[config.mk]
export PLATFORM = sky130hd
export DESIGN_NAME = pmcu_top
export DESIGN_NICKNAME = d
export VERILOG_FILES = /design/src/pkg/pmcu_pkg.sv /design/src/pkg/cyc_if.sv /design/src/rtl/pmcu_cycle_div.sv /design/src/rtl/pmcu_sync.sv /design/src/rtl/pmcu_top.sv
export SDC_FILE = /design/constraint.sdc
export NUM_CORES = 1
export LEC_CHECK = 0
export BUFFER_PORTS_ARGS = -buffer_cell sky130_fd_sc_hd__buf_2
export CELL_PAD_IN_SITES_DETAIL_PLACEMENT = 1
export CELL_PAD_IN_SITES_GLOBAL_PLACEMENT = 1
export CORE_MARGIN = 5
export CORE_UTILIZATION = 37
export DETAILED_ROUTE_END_ITERATION = 7
export PLACE_DENSITY = 0.75
export SYNTH_ARGS = -nofsm -noshare
export SYNTH_HDL_FRONTEND = slang
export SYNTH_SLANG_ARGS = --single-unit
[constraint.sdc]
create_clock -name CLK_SYS -period 2.83 [get_ports CLK_SYS]
set_clock_uncertainty 0.05 [all_clocks]
set_input_delay 0.566 -clock CLK_SYS [delete_from_list [all_inputs] [get_ports CLK_SYS]]
set_output_delay 0.566 -clock CLK_SYS [all_outputs]
set_load 0.01 [all_outputs]
[src/pkg/pmcu_pkg.sv]
// constants and types for the power management clock unit
// assumes a single 40 MHz system clock and an apb register bus
package pmcu_pkg;
  // register indexes; the bus sees one aligned word per index
  localparam logic [9:0] IDX_EXTENDED_IRQ_FLAG_CLOCK_CLK = 10'h091;
  localparam logic [9:0] IDX_PM_CTRL = 10'h0c4;
  localparam logic [9:0] IDX_SVC_STAT = 10'h0c5;
  localparam logic [11:0] ADDR_EXTENDED_IRQ_FLAG_CLOCK_CLK = {IDX_EXTENDED_IRQ_FLAG_CLOCK_CLK, 2'b00};
  localparam logic [11:0] ADDR_PM_CTRL = {IDX_PM_CTRL, 2'b00};
  localparam logic [11:0] ADDR_SVC_STAT = {IDX_SVC_STAT, 2'b00};
  localparam int unsigned DIVSEL_HI_BIT = 7;
  localparam int unsigned DIVSEL_LO_BIT = 6;
  localparam int unsigned AUTORET_BIT = 5;
  localparam int unsigned XOFF_BIT = 3;
  localparam int unsigned SRCSEL_BIT = 3;
  localparam int unsigned RINGST_BIT = 2;
  localparam int unsigned XREADY_BIT = 4;
  localparam logic [1:0] DIV_RSVD = 2'h0;
  localparam logic [1:0] DIV_4 = 2'h1;
  localparam logic [1:0] DIV_64 = 2'h2;
  localparam logic [1:0] DIV_1024 = 2'h3;
  localparam logic [1:0] DIV_RESET = DIV_4;
  localparam logic [10:0] CNT_4 = 11'h004;
  localparam logic [10:0] CNT_64 = 11'h040;
  localparam logic [10:0] CNT_1024 = 11'h400;
  localparam int unsigned WARMUP_CLOCKS = 65536;
  typedef enum logic [1:0] {
    XS_RUN = 2'b00,
    XS_WARM = 2'b01,
    XS_OFF = 2'b11
  } xtal_state_t;
endpackage

[src/pkg/cyc_if.sv]
// divider interface between the clock unit and its cycle divider
// assumes one clock domain
`timescale 1ns/1ps
interface cyc_if;
  logic [1:0] code;
  logic tick;
  modport ctrl (output code, input tick);
  modport div (input code, output tick);
endinterface

[src/rtl/pmcu_cycle_div.sv]
// instruction cycle enable generator
// assumes code is one of the legal divider values
`timescale 1ns/1ps
module pmcu_cycle_div (
  input wire logic clk,
  input wire logic rst_n,
  cyc_if.div cif
);
  import pmcu_pkg::*;
  logic [10:0] cnt_r;
  logic [10:0] limit;
  logic wrap;
  assign limit = (cif.code == DIV_1024) ? CNT_1024 :
                 (cif.code == DIV_64) ? CNT_64 : CNT_4;
  assign wrap = (cnt_r >= limit - 11'h001);
  assign cif.tick = wrap;
  always_ff @(posedge clk or negedge rst_n) begin
    if (!rst_n) begin
      cnt_r <= 11'h000;
    end else begin
      cnt_r <= wrap ? 11'h000 : cnt_r + 11'h001;
    end
  end
endmodule

[src/rtl/pmcu_sync.sv]
// three stage synchroniser with agreement filter for a pin level
// assumes asynchronous input
`timescale 1ns/1ps
module pmcu_sync (
  input wire logic clk,
  input wire logic rst_n,
  input wire logic din,
  output logic dout
);
  logic s1_r;
  logic s2_r;
  logic s3_r;
  always_ff @(posedge clk or negedge rst_n) begin
    if (!rst_n) begin
      s1_r <= 1'b0;
      s2_r <= 1'b0;
      s3_r <= 1'b0;
      dout <= 1'b0;
    end else begin
      s1_r <= din;
      s2_r <= s1_r;
      s3_r <= s2_r;
      if (s2_r == s3_r) begin
        dout <= s3_r;
      end
    end
  end
endmodule

[src/rtl/pmcu_top.sv]
// power management clock unit: divider, source select, crystal gate
// assumes apb master; serial/interrupt event inputs are on CLK_SYS
// crystal oscillation start arrives asynchronously and is synchronised
`timescale 1ns/1ps
module pmcu_top #(
  parameter int unsigned WARMUP = pmcu_pkg::WARMUP_CLOCKS
) (
  input wire logic CLK_SYS,
  input wire logic RESET_N,
  input wire logic PSEL,
  input wire logic PENABLE,
  input wire logic PWRITE,
  input wire logic [11:0] PADDR,
  input wire logic [31:0] PWDATA,
  output logic [31:0] PRDATA,
  output logic PREADY,
  output logic PSLVERR,
  input wire logic XTAL_OSC_RUNNING,
  input wire logic EXT_IRQ_PENDING,
  input wire logic EXT_IRQ_HIGH_PRIO,
  input wire logic POWERFAIL_LEVEL_ACTIVE,
  input wire logic HIGH_LEVEL_ACTIVE,
  input wire logic LOW_LEVEL_ACTIVE,
  input wire logic SERIAL0_RX_ENABLE,
  input wire logic SERIAL1_RX_ENABLE,
  input wire logic SERIAL0_START_EDGE,
  input wire logic SERIAL1_START_EDGE,
  input wire logic SERIAL0_TX_BUFFER_WRITE,
  input wire logic SERIAL1_TX_BUFFER_WRITE,
  input wire logic SERIAL0_RX_ACTIVE,
  input wire logic SERIAL0_TX_ACTIVE,
  input wire logic SERIAL1_RX_ACTIVE,
  input wire logic SERIAL1_TX_ACTIVE,
  output logic CYCLE_TICK,
  output logic [1:0] DIVIDER_ACTIVE,
  output logic RING_ACTIVE_STATUS,
  output logic CRYSTAL_AMP_DISABLE,
  output logic CRYSTAL_READY
);
  import pmcu_pkg::*;

  localparam logic [16:0] WARM_LAST = 17'(WARMUP - 1);

  cyc_if cif ();

  // control registers
  logic [1:0] div_sel_r;
  logic [1:0] div_sel_nxt;
  logic [1:0] div_act_r;
  logic auto_ret_r;
  logic auto_ret_nxt;
  logic xoff_r;
  logic xoff_nxt;
  logic src_sel_r;
  logic src_sel_nxt;
  logic src_act_r;
  logic xready_r;
  logic [16:0] warm_cnt_r;
  xtal_state_t xstate_r;
  xtal_state_t xstate_nxt;
  logic osc_run;

  pmcu_sync u_osc_sync (
    .clk(CLK_SYS),
    .rst_n(RESET_N),
    .din(XTAL_OSC_RUNNING),
    .dout(osc_run)
  );

  pmcu_cycle_div u_div (
    .clk(CLK_SYS),
    .rst_n(RESET_N),
    .cif(cif)
  );

  function automatic logic hit(input logic [11:0] a, input logic [11:0] b);
    return a == b;
  endfunction

  // apb decode: zero wait states, unmapped addresses answer with an error
  logic wr_acc;
  logic rd_acc;
  logic sel_extended_irq_flag_clock;
  logic sel_pm;
  logic sel_stat;
  logic mapped;
  assign sel_extended_irq_flag_clock = hit(PADDR, ADDR_EXTENDED_IRQ_FLAG_CLOCK_CLK);
  assign sel_pm = hit(PADDR, ADDR_PM_CTRL);
  assign sel_stat = hit(PADDR, ADDR_SVC_STAT);
  assign mapped = sel_extended_irq_flag_clock | sel_pm | sel_stat;
  assign wr_acc = PSEL & ~PENABLE & PWRITE & mapped;
  assign rd_acc = PSEL & ~PENABLE & ~PWRITE;

  // write qualification on the setup cycle so effects line up with answer
  logic [1:0] wr_div;
  logic div_legal;
  logic wr_pm;
  logic wr_extended_irq_flag_clock;
  logic set_src;
  assign wr_pm = wr_acc & sel_pm;
  assign wr_extended_irq_flag_clock = wr_acc & sel_extended_irq_flag_clock;
  assign wr_div = {PWDATA[DIVSEL_HI_BIT], PWDATA[DIVSEL_LO_BIT]};
  assign div_legal = (wr_div == DIV_4) |
                     ((wr_div != DIV_RSVD) & (div_act_r == DIV_4));
  assign set_src = PWDATA[SRCSEL_BIT];

  // auto return trigger
  logic irq_ok;
  logic start_hit;
  logic tx_hit;
  logic auto_ret;
  // a low priority source cannot preempt any level in service
  assign irq_ok = EXT_IRQ_PENDING & ~POWERFAIL_LEVEL_ACTIVE &
                  (EXT_IRQ_HIGH_PRIO ? ~HIGH_LEVEL_ACTIVE :
                   ~(HIGH_LEVEL_ACTIVE | LOW_LEVEL_ACTIVE));
  // start edge works on the ring too; baud accuracy is the user's concern
  assign start_hit = (SERIAL0_START_EDGE & SERIAL0_RX_ENABLE) |
                     (SERIAL1_START_EDGE & SERIAL1_RX_ENABLE);
  assign tx_hit = SERIAL0_TX_BUFFER_WRITE | SERIAL1_TX_BUFFER_WRITE;
  assign auto_ret = auto_ret_r & (irq_ok | start_hit | tx_hit);

  // divider selection; hardware return wins over a software write
  always_comb begin
    div_sel_nxt = div_sel_r;
    if (wr_pm & div_legal) begin
      div_sel_nxt = wr_div;
    end
    if (auto_ret) begin
      div_sel_nxt = DIV_4;
    end
  end

  assign auto_ret_nxt = wr_pm ? PWDATA[AUTORET_BIT] : auto_ret_r;

  // crystal off accepted only with ring selected; clearing always allowed
  always_comb begin
    xoff_nxt = xoff_r;
    if (wr_pm) begin
      if (!PWDATA[XOFF_BIT]) begin
        xoff_nxt = 1'b0;
      end else if (!src_sel_r) begin
        xoff_nxt = 1'b1;
      end
    end
  end

  // crystal selection refused until crystal stable and amplifier enabled
  always_comb begin
    src_sel_nxt = src_sel_r;
    if (wr_extended_irq_flag_clock) begin
      if (!set_src) begin
        src_sel_nxt = 1'b0;
      end else if (xready_r & ~xoff_r) begin
        src_sel_nxt = 1'b1;
      end
    end
  end

  // crystal warm-up sequence
  logic warm_done;
  assign warm_done = (warm_cnt_r == WARM_LAST);
  always_comb begin
    xstate_nxt = xstate_r;
    case (xstate_r)
      XS_RUN: begin
        if (xoff_r) begin
          xstate_nxt = XS_OFF;
        end
      end
      XS_OFF: begin
        if (!xoff_r) begin
          xstate_nxt = XS_WARM;
        end
      end
      XS_WARM: begin
        if (xoff_r) begin
          xstate_nxt = XS_OFF;
        end else if (osc_run & warm_done) begin
          xstate_nxt = XS_RUN;
        end
      end
      default: begin
        xstate_nxt = XS_RUN;
      end
    endcase
  end

  always_ff @(posedge CLK_SYS or negedge RESET_N) begin
    if (!RESET_N) begin
      div_sel_r <= DIV_RESET;
      auto_ret_r <= 1'b0;
      xoff_r <= 1'b0;
      src_sel_r <= 1'b1;
      xstate_r <= XS_RUN;
    end else begin
      div_sel_r <= div_sel_nxt;
      auto_ret_r <= auto_ret_nxt;
      xoff_r <= xoff_nxt;
      src_sel_r <= src_sel_nxt;
      xstate_r <= xstate_nxt;
    end
  end

  // warm-up counts oscillator clocks, seen as system clocks once running
  always_ff @(posedge CLK_SYS or negedge RESET_N) begin
    if (!RESET_N) begin
      warm_cnt_r <= 17'h0_0000;
    end else if (xstate_r != XS_WARM) begin
      warm_cnt_r <= 17'h0_0000;
    end else if (osc_run & ~warm_done) begin
      warm_cnt_r <= warm_cnt_r + 17'h0_0001;
    end
  end

  always_ff @(posedge CLK_SYS or negedge RESET_N) begin
    if (!RESET_N) begin
      xready_r <= 1'b1;
    end else begin
      xready_r <= (xstate_nxt == XS_RUN);
    end
  end

  // applied divider and source move only on an instruction cycle boundary,
  // which delays a new selection by up to one instruction cycle
  assign cif.code = div_act_r;
  always_ff @(posedge CLK_SYS or negedge RESET_N) begin
    if (!RESET_N) begin
      div_act_r <= DIV_RESET;
      src_act_r <= 1'b1;
    end else if (cif.tick) begin
      div_act_r <= div_sel_r;
      if (xready_r & ~xoff_r) begin
        src_act_r <= src_sel_r;
      end else begin
        src_act_r <= 1'b0;
      end
    end
  end

  // read mux
  logic [7:0] extended_irq_flag_clock_rd;
  logic [7:0] pm_rd;
  logic [7:0] stat_rd;
  logic [31:0] rd_mux;
  assign extended_irq_flag_clock_rd = {4'h0, src_sel_r, ~src_act_r, 2'h0};
  assign pm_rd = {div_sel_r, auto_ret_r, 1'b0, xoff_r, 3'h0};
  assign stat_rd = {POWERFAIL_LEVEL_ACTIVE, HIGH_LEVEL_ACTIVE, LOW_LEVEL_ACTIVE,
                    xready_r,
                    SERIAL1_TX_ACTIVE, SERIAL1_RX_ACTIVE,
                    SERIAL0_TX_ACTIVE, SERIAL0_RX_ACTIVE};
  assign rd_mux = sel_extended_irq_flag_clock ? {24'h00_0000, extended_irq_flag_clock_rd} :
                  sel_pm ? {24'h00_0000, pm_rd} :
                  sel_stat ? {24'h00_0000, stat_rd} : 32'h0000_0000;

  always_ff @(posedge CLK_SYS or negedge RESET_N) begin
    if (!RESET_N) begin
      PRDATA <= 32'h0000_0000;
      PREADY <= 1'b0;
      PSLVERR <= 1'b0;
    end else begin
      PREADY <= PSEL & ~PENABLE;
      PSLVERR <= PSEL & ~PENABLE & ~mapped;
      if (rd_acc) begin
        PRDATA <= rd_mux;
      end
    end
  end

  // outputs registered; the tick is the enable for timers and baud logic
  always_ff @(posedge CLK_SYS or negedge RESET_N) begin
    if (!RESET_N) begin
      CYCLE_TICK <= 1'b0;
      DIVIDER_ACTIVE <= DIV_RESET;
      RING_ACTIVE_STATUS <= 1'b0;
      CRYSTAL_AMP_DISABLE <= 1'b0;
      CRYSTAL_READY <= 1'b1;
    end else begin
      CYCLE_TICK <= cif.tick;
      DIVIDER_ACTIVE <= div_act_r;
      RING_ACTIVE_STATUS <= ~src_act_r;
      CRYSTAL_AMP_DISABLE <= xoff_r;
      CRYSTAL_READY <= xready_r;
    end
  end
endmodule

# Yosys cells after proc, flatten, opt, wreduce, memory -nomap -nowiden
# Index checks and enable logic that the tools add are counted.
[word_totals]
register_bits = 83
input_bits = 65
[op_classes]
n_eq_ne = 14
reduce_logical = 7
n_bitwise = 34
n_lt_le_gt_ge = 1
mux = 21
add_sub_neg = 3
[op_table]
columns = ["op", "n"]
rows = [
  ["equality test 12 x 10 -> 1 bit (second input constant)", 3],
  ["2-to-1 mux 17 bit", 2],
  ["2-to-1 mux 8 bit", 3],
  ["2-to-1 mux 11 bit", 2],
  ["adder 17 x 1 -> 17 bit (second input constant)", 1],
  ["bitwise AND 1 bit", 17],
  ["equality test 17 x 16 -> 1 bit (second input constant)", 1],
  ["2-to-1 mux 2 bit", 6],
  ["adder 11 x 1 -> 11 bit (second input constant)", 1],
  [">= comparator 11 bit", 1],
  ["subtractor 11 x 1 -> 11 bit (second input constant)", 1],
  ["inverter 1 bit", 9],
  ["bitwise OR 1 bit", 8],
  ["2-to-1 mux 7 bit", 1],
  ["equality test 2 x 1 -> 1 bit (second input constant)", 3],
  ["equality test 2 bit (second input constant)", 3],
  ["2-to-1 mux 1 bit", 6],
  ["case mux 2 bit (3 select lines)", 1],
  ["nonzero test 2 bit", 3],
  ["zero test 2 bit", 2],
  ["!= test 2 x 1 -> 1 bit (second input constant)", 2],
  ["AND reduction 2 bit", 2],
  ["!= test 2 bit (second input constant)", 1],
  ["equality test 1 bit", 1],
]

# Logic depth before layout (Yosys ltp)
[logic_depth]
word_depth = 8
depth_mapped = 9
depth_no_buf = 8

# Cells and area by module
# From an unflattened synthesis, not the netlist that was laid out.
[hier_totals]
hier_cells = 291
area_unflattened_um2 = 3070.4
[by_module_without_submodules]
columns = ["mod", "cells_per_inst", "n_inst", "area_per_inst_um2"]
rows = [
  ["pmcu_top", 214, 1, 2215.9],
  ["pmcu_cycle_div", 72, 1, 743.2],
  ["pmcu_sync", 5, 1, 111.4],
]

# Worst setup path before layout
# OpenSTA, ideal clock, no wires.
[synth_path]
path_kind = "reg2reg"
startpoint = "register warm_cnt_r[2]"
endpoint = "register warm_cnt_r[14]"
arrival_time_ns = 2.208
path_stages_with_launch = 10
synth_period_minus_slack_ns = 2.335
setup_slack_ns = 0.495
cell_sequence = "dfrtp_1 -> nand3_2 -> or2_0 -> buf_2 -> nor4_1 -> ha_1 -> nand3b_1 -> or4_1 -> or4_1 -> o21ai_1"
[synth_between]
elab_chain_cells = 4
[synth_lines]
columns = ["element", "line", "text"]
rows = [
  ["from (decl)", "pmcu_top.sv:58", "logic [16:0] warm_cnt_r;"],
  ["from (signal assigned)", "pmcu_top.sv:211", "warm_cnt_r <= warm_cnt_r + 17'h0_0001;"],
  ["parallel branches: the longest is 4 deep, another holds adder 17 x 1 -> 17 bit", "-", ""],
]
# Parallel ways; which one is timed is not known. The select of a mux whose other input is x is not followed.
# A chain may end at the register's enable or synchronous reset.

# Worst setup path in the final report
# Same ends and word-level chain as after synthesis.

==> impl_metrics.csv <==
group,metric,value,unit
status,status,"finished clean",
yosys,synthTopCellsByArea,"dfrtp_1 (43%), dfstp_2 (6.0%), buf_4 (5.9%)",
cts,cts.clk_slew.worst_paths,70,ps
worst_hold_path,hp-class,"input port to async pin",
cts,htreeDepth,3,
pwr,clockPowerShare,39.3,%
critical_path,crit_slowest_cell,"or4_1",
routing,ant_nets,0,
yosys,synthArstFlopShare,100.0,%
timing,finalHoldViolCount,0,
yosys,synth_mux_area_share,2.334,%
placed_design,pre_cts_ws,257.9,ps
critical_path,end_kind,"register",
cts,cts.sink_count,59,
yosys,synth-xor-area-share,4.586,%
cells_and_area,layout-drive-gt1-share,24.59,%
cells_and_area,final_nets,438,
critical_path,path_buf_inv,0,
routing,wl_per_cell,15.20,um
die,num_rows,33,
critical_path,critical_path_class,"register to register",
pwr,p_leak,1.653,nW
global_route,grt_use_met2,25.11,%
pwr,ir_drop,269.7,uV
global_route,top_usage_layer,"met2",
cells_and_area,diodes,0,
yosys,yosysWarnings,0,
global_route,grt_pass1_vias,2488,
routing,drtIter0Drc,86,
die,die_area,10180,um2
pwr,power_density,601.1,nW/um2
die,io_pins,105,
global_route,grt_max_degree,26,
yosys,synthAdderAreaFrac,3.604,%
yosys,synth_top_family_by_area,"simple AND/OR/NAND/NOR gates",
critical_path,slowest_delay,430,ps
global_route,grt_usage,14.93,%
cts,cts_tree,"built",
yosys,synth-simple-area-share,21.25,%
critical_path,critPathMostFrequentCell,"or4_1",
cells_and_area,design_area,3585,um2
timing,fin_crit,2558,ps
critical_path,startpoint_type,"register",
critical_path,cp_cell_sequence,"nand3_2 > or2_0 > nor4_1 > ha_1 > nand3b_1 > or4_1 > or4_1 > o21ai_1",
timing,setup_viol,0,
timing,fin_crit_sh,90.39,%
yosys,synth-edff-count,0,
cells_and_area,syn_to_final_growth,17.32,%
pwr,seqPwrFrac,45.8,%
cells_and_area,fillers,951,
cts,cts_made_buffers,9,
critical_path,cpLargestDelayFamily,"simple AND/OR/NAND/NOR gates",
pwr,p_sw_share,28.69,%
yosys,synth_ff_type,"dfrtp_1",
pwr,internal_power,1.537,mW
yosys,synth_top_area_cell,"dfrtp_1",
cts,post_cts_buffers,0,
yosys,syn_area,3055,um2
flow_run,drv_cap,0,
routing,dr.pass1.iters,4,
timing,setup_slack,272.0,ps
routing,vias,2384,
timing,hold_slack,85.54,ps
cts,clkLatencyLatePin,340,ps
yosys,synth.distinct_cells,61,
cells_and_area,regArea,1485,um2
routing,routed_wirelength,7.221,mm
cells_and_area,multi_input_area,1389,um2
global_route,use_met3,4.844,%
placed_design,dp_hpwl,5.488,mm
yosys,synth_cells,304,
pwr,power_frac_comb,14.9,%
pwr,p_sw,618.2,uW
timing,max_freq,390.9,MHz
die,die_h,100.9,um
die,start_util,37.56,%
critical_path,crit_required,3040,ps
global_route,antenna_found_initial,0,
yosys,synth_compound_area_share,10.40,%
routing,routed_via_density,5.019,
global_route,met1_usage,17.95,%
placed_design,io_buffers,52,
placed_design,place_congestion,0.8280,
timing,slew_violations,0,
critical_path,cp.arrival,2770,ps
die,core_area,8134,um2
critical_path,crit_path_max_fanout,8,
routing,drc,0,
yosys,yosysSeqAreaShare,48.61,%
yosys,synth_top_area_share,42.59,%
yosys,syn_area_per_cell,10.05,um2
global_route,grt_pass1_wl,11.95,mm
global_route,grt-ovfl-total,0,
timing,tns,0,ps
yosys,yosys_register_bits,59,
die,die_w,100.9,um
cts,ctsHoldBuffers,0,
timing,rsz0062_at_grt,"no",
cts,ctsLongestPathBuffers,2,
cts,cts_resized,0,
placed_design,dpl_cell_area,3361,um2
cts,cts-root-buf,"clkbuf_8",
through the flow:
stage / power (mW) / util [%] / instances
finish: 2.155 / 44.07 / 475
global route: 2.275 / 44.07 / 475
CTS: 2.179 / 43.99 / 475
detailed placement: 1.325 / 41.32 / 459
global placement: 1.306 / 41.32 / 459
floorplan: 1.211 / - / 327
worst reg2reg max path: stages (launching register included):
cell and delay (ps):
dfrtp_1 420, nand3_2 170, or2_0 360, nor4_1 120, ha_1 240, nand3b_1 180, or4_1 430, or4_1 410
o21ai_1 100
registers in the layout, indices dropped and copies added (netlist names), 2 cells and up:
register / flops
warm_cnt_r: 17
u_div.cnt_r: 11
PRDATA: 8
DIVIDER_ACTIVE: 2
cif.code: 2
div_sel_r: 2
xstate_r: 2
worst paths after layout:
| kind | start | to | slack (ps) | cells past startpoint |
|---|---|---|---|---|
| max | warm_cnt_r[2] | warm_cnt_r[14] | 270 | 8 |
| min | RESET_N | u_div.cnt_r[10] | 90 | 1 |
| max reg2reg | warm_cnt_r[2] | warm_cnt_r[14] | 270 | 8 |
| min reg2reg | u_osc_sync.s1_r | u_osc_sync.s2_r | 330 | 0 |
| max in group asynchronous | RESET_N | CRYSTAL_READY | 1940 | 2 |
| min in group CLK_SYS | XTAL_OSC_RUNNING | u_osc_sync.s1_r | 280 | 1 |
power by group through the flow:
stage	combinational, mW	sequential (mW)	clock, mW
after CTS	0.328	0.986	0.865
after global placement	0.312	0.994	0
final	0.321	0.986	0.848
after detailed placement	0.325	1.00	0
after floorplan	0.238	0.972	0
after global routing	0.365	0.997	0.914
cell families after synthesis:
| group | Yosys count |
|---|---|
| AO/OA/AOI/OAI | 48 |
| other | 2 |
| flip-flops | 59 |
| XOR/XNOR | 16 |
| AND/OR/NAND/NOR | 117 |
| buffers and inverters | 46 |
| multiplexers | 7 |
| adder cells (fa/ha/maj) | 9 |
cell usage in the layout (no fill, tap or decap), types with 2 or more instances in the layout:
master     count
or3_1          3
clkbuf_8       9
bufinv_16      2
a21oi_1       10
a22o_1         3
xnor2_1       10
and3_1         2
o21ai_0       12
buf_4          6
buf_2         52
or4_1          4
nand2_1       27
a211oi_1       3
a21boi_0       2
clkinv_4       2
nand3_1       10
dfrtp_1       52
conb_1        25
nor3_1         6
nand3b_1       3
xor2_1         6
and4_1         3
ha_1           8
nand2b_1       2
a211o_1        2
a21o_1         3
nor4_1         6
inv_1         15
mux2i_1        6
o31ai_1        3
dfstp_2        7
nand4_1        6
nor2_1        28
final cells by class:
cell class	count	share of cell area [%]
well taps	105	3.665
inverters	15	1.571
clock inverters	6	2.513
flip-flops and latches	59	41.43
multi-input cells	222	38.74
repair buffers	58	8.517
clock buffers	10	3.560
layer usage:
| layer | vias up | wire (um) |
|---|---|---|
| met3 | 9 | 237 |
| met5 | - | 0 |
| met4 | 0 | 125 |
| li1 | 1151 | - |
| met2 | 34 | 3762 |
| met1 | 1190 | 3095 |
synth_stat cells (all sizes together), types with 2 or more instances:
| library cell | instances |
|---|---|
| a211o | 2 |
| a211oi | 3 |
| a21boi | 2 |
| a21o | 3 |
| a21oi | 10 |
| a22o | 3 |
| and3 | 2 |
| and4 | 3 |
| buf | 28 |
| clkbuf | 3 |
| conb | 2 |
| dfrtp | 52 |
| dfstp | 7 |
| ha | 8 |
| inv | 15 |
| mux2i | 6 |
| nand2 | 28 |
| nand2b | 2 |
| nand3 | 11 |
| nand3b | 3 |
| nand4 | 6 |
| nor2 | 28 |
| nor3 | 6 |
| nor4 | 7 |
| o21ai | 13 |
| o31ai | 3 |
| or3 | 5 |
| or4 | 5 |
| or4b | 2 |
| xnor2 | 10 |
| xor2 | 6 |
(Power assumes the default switching activity.)
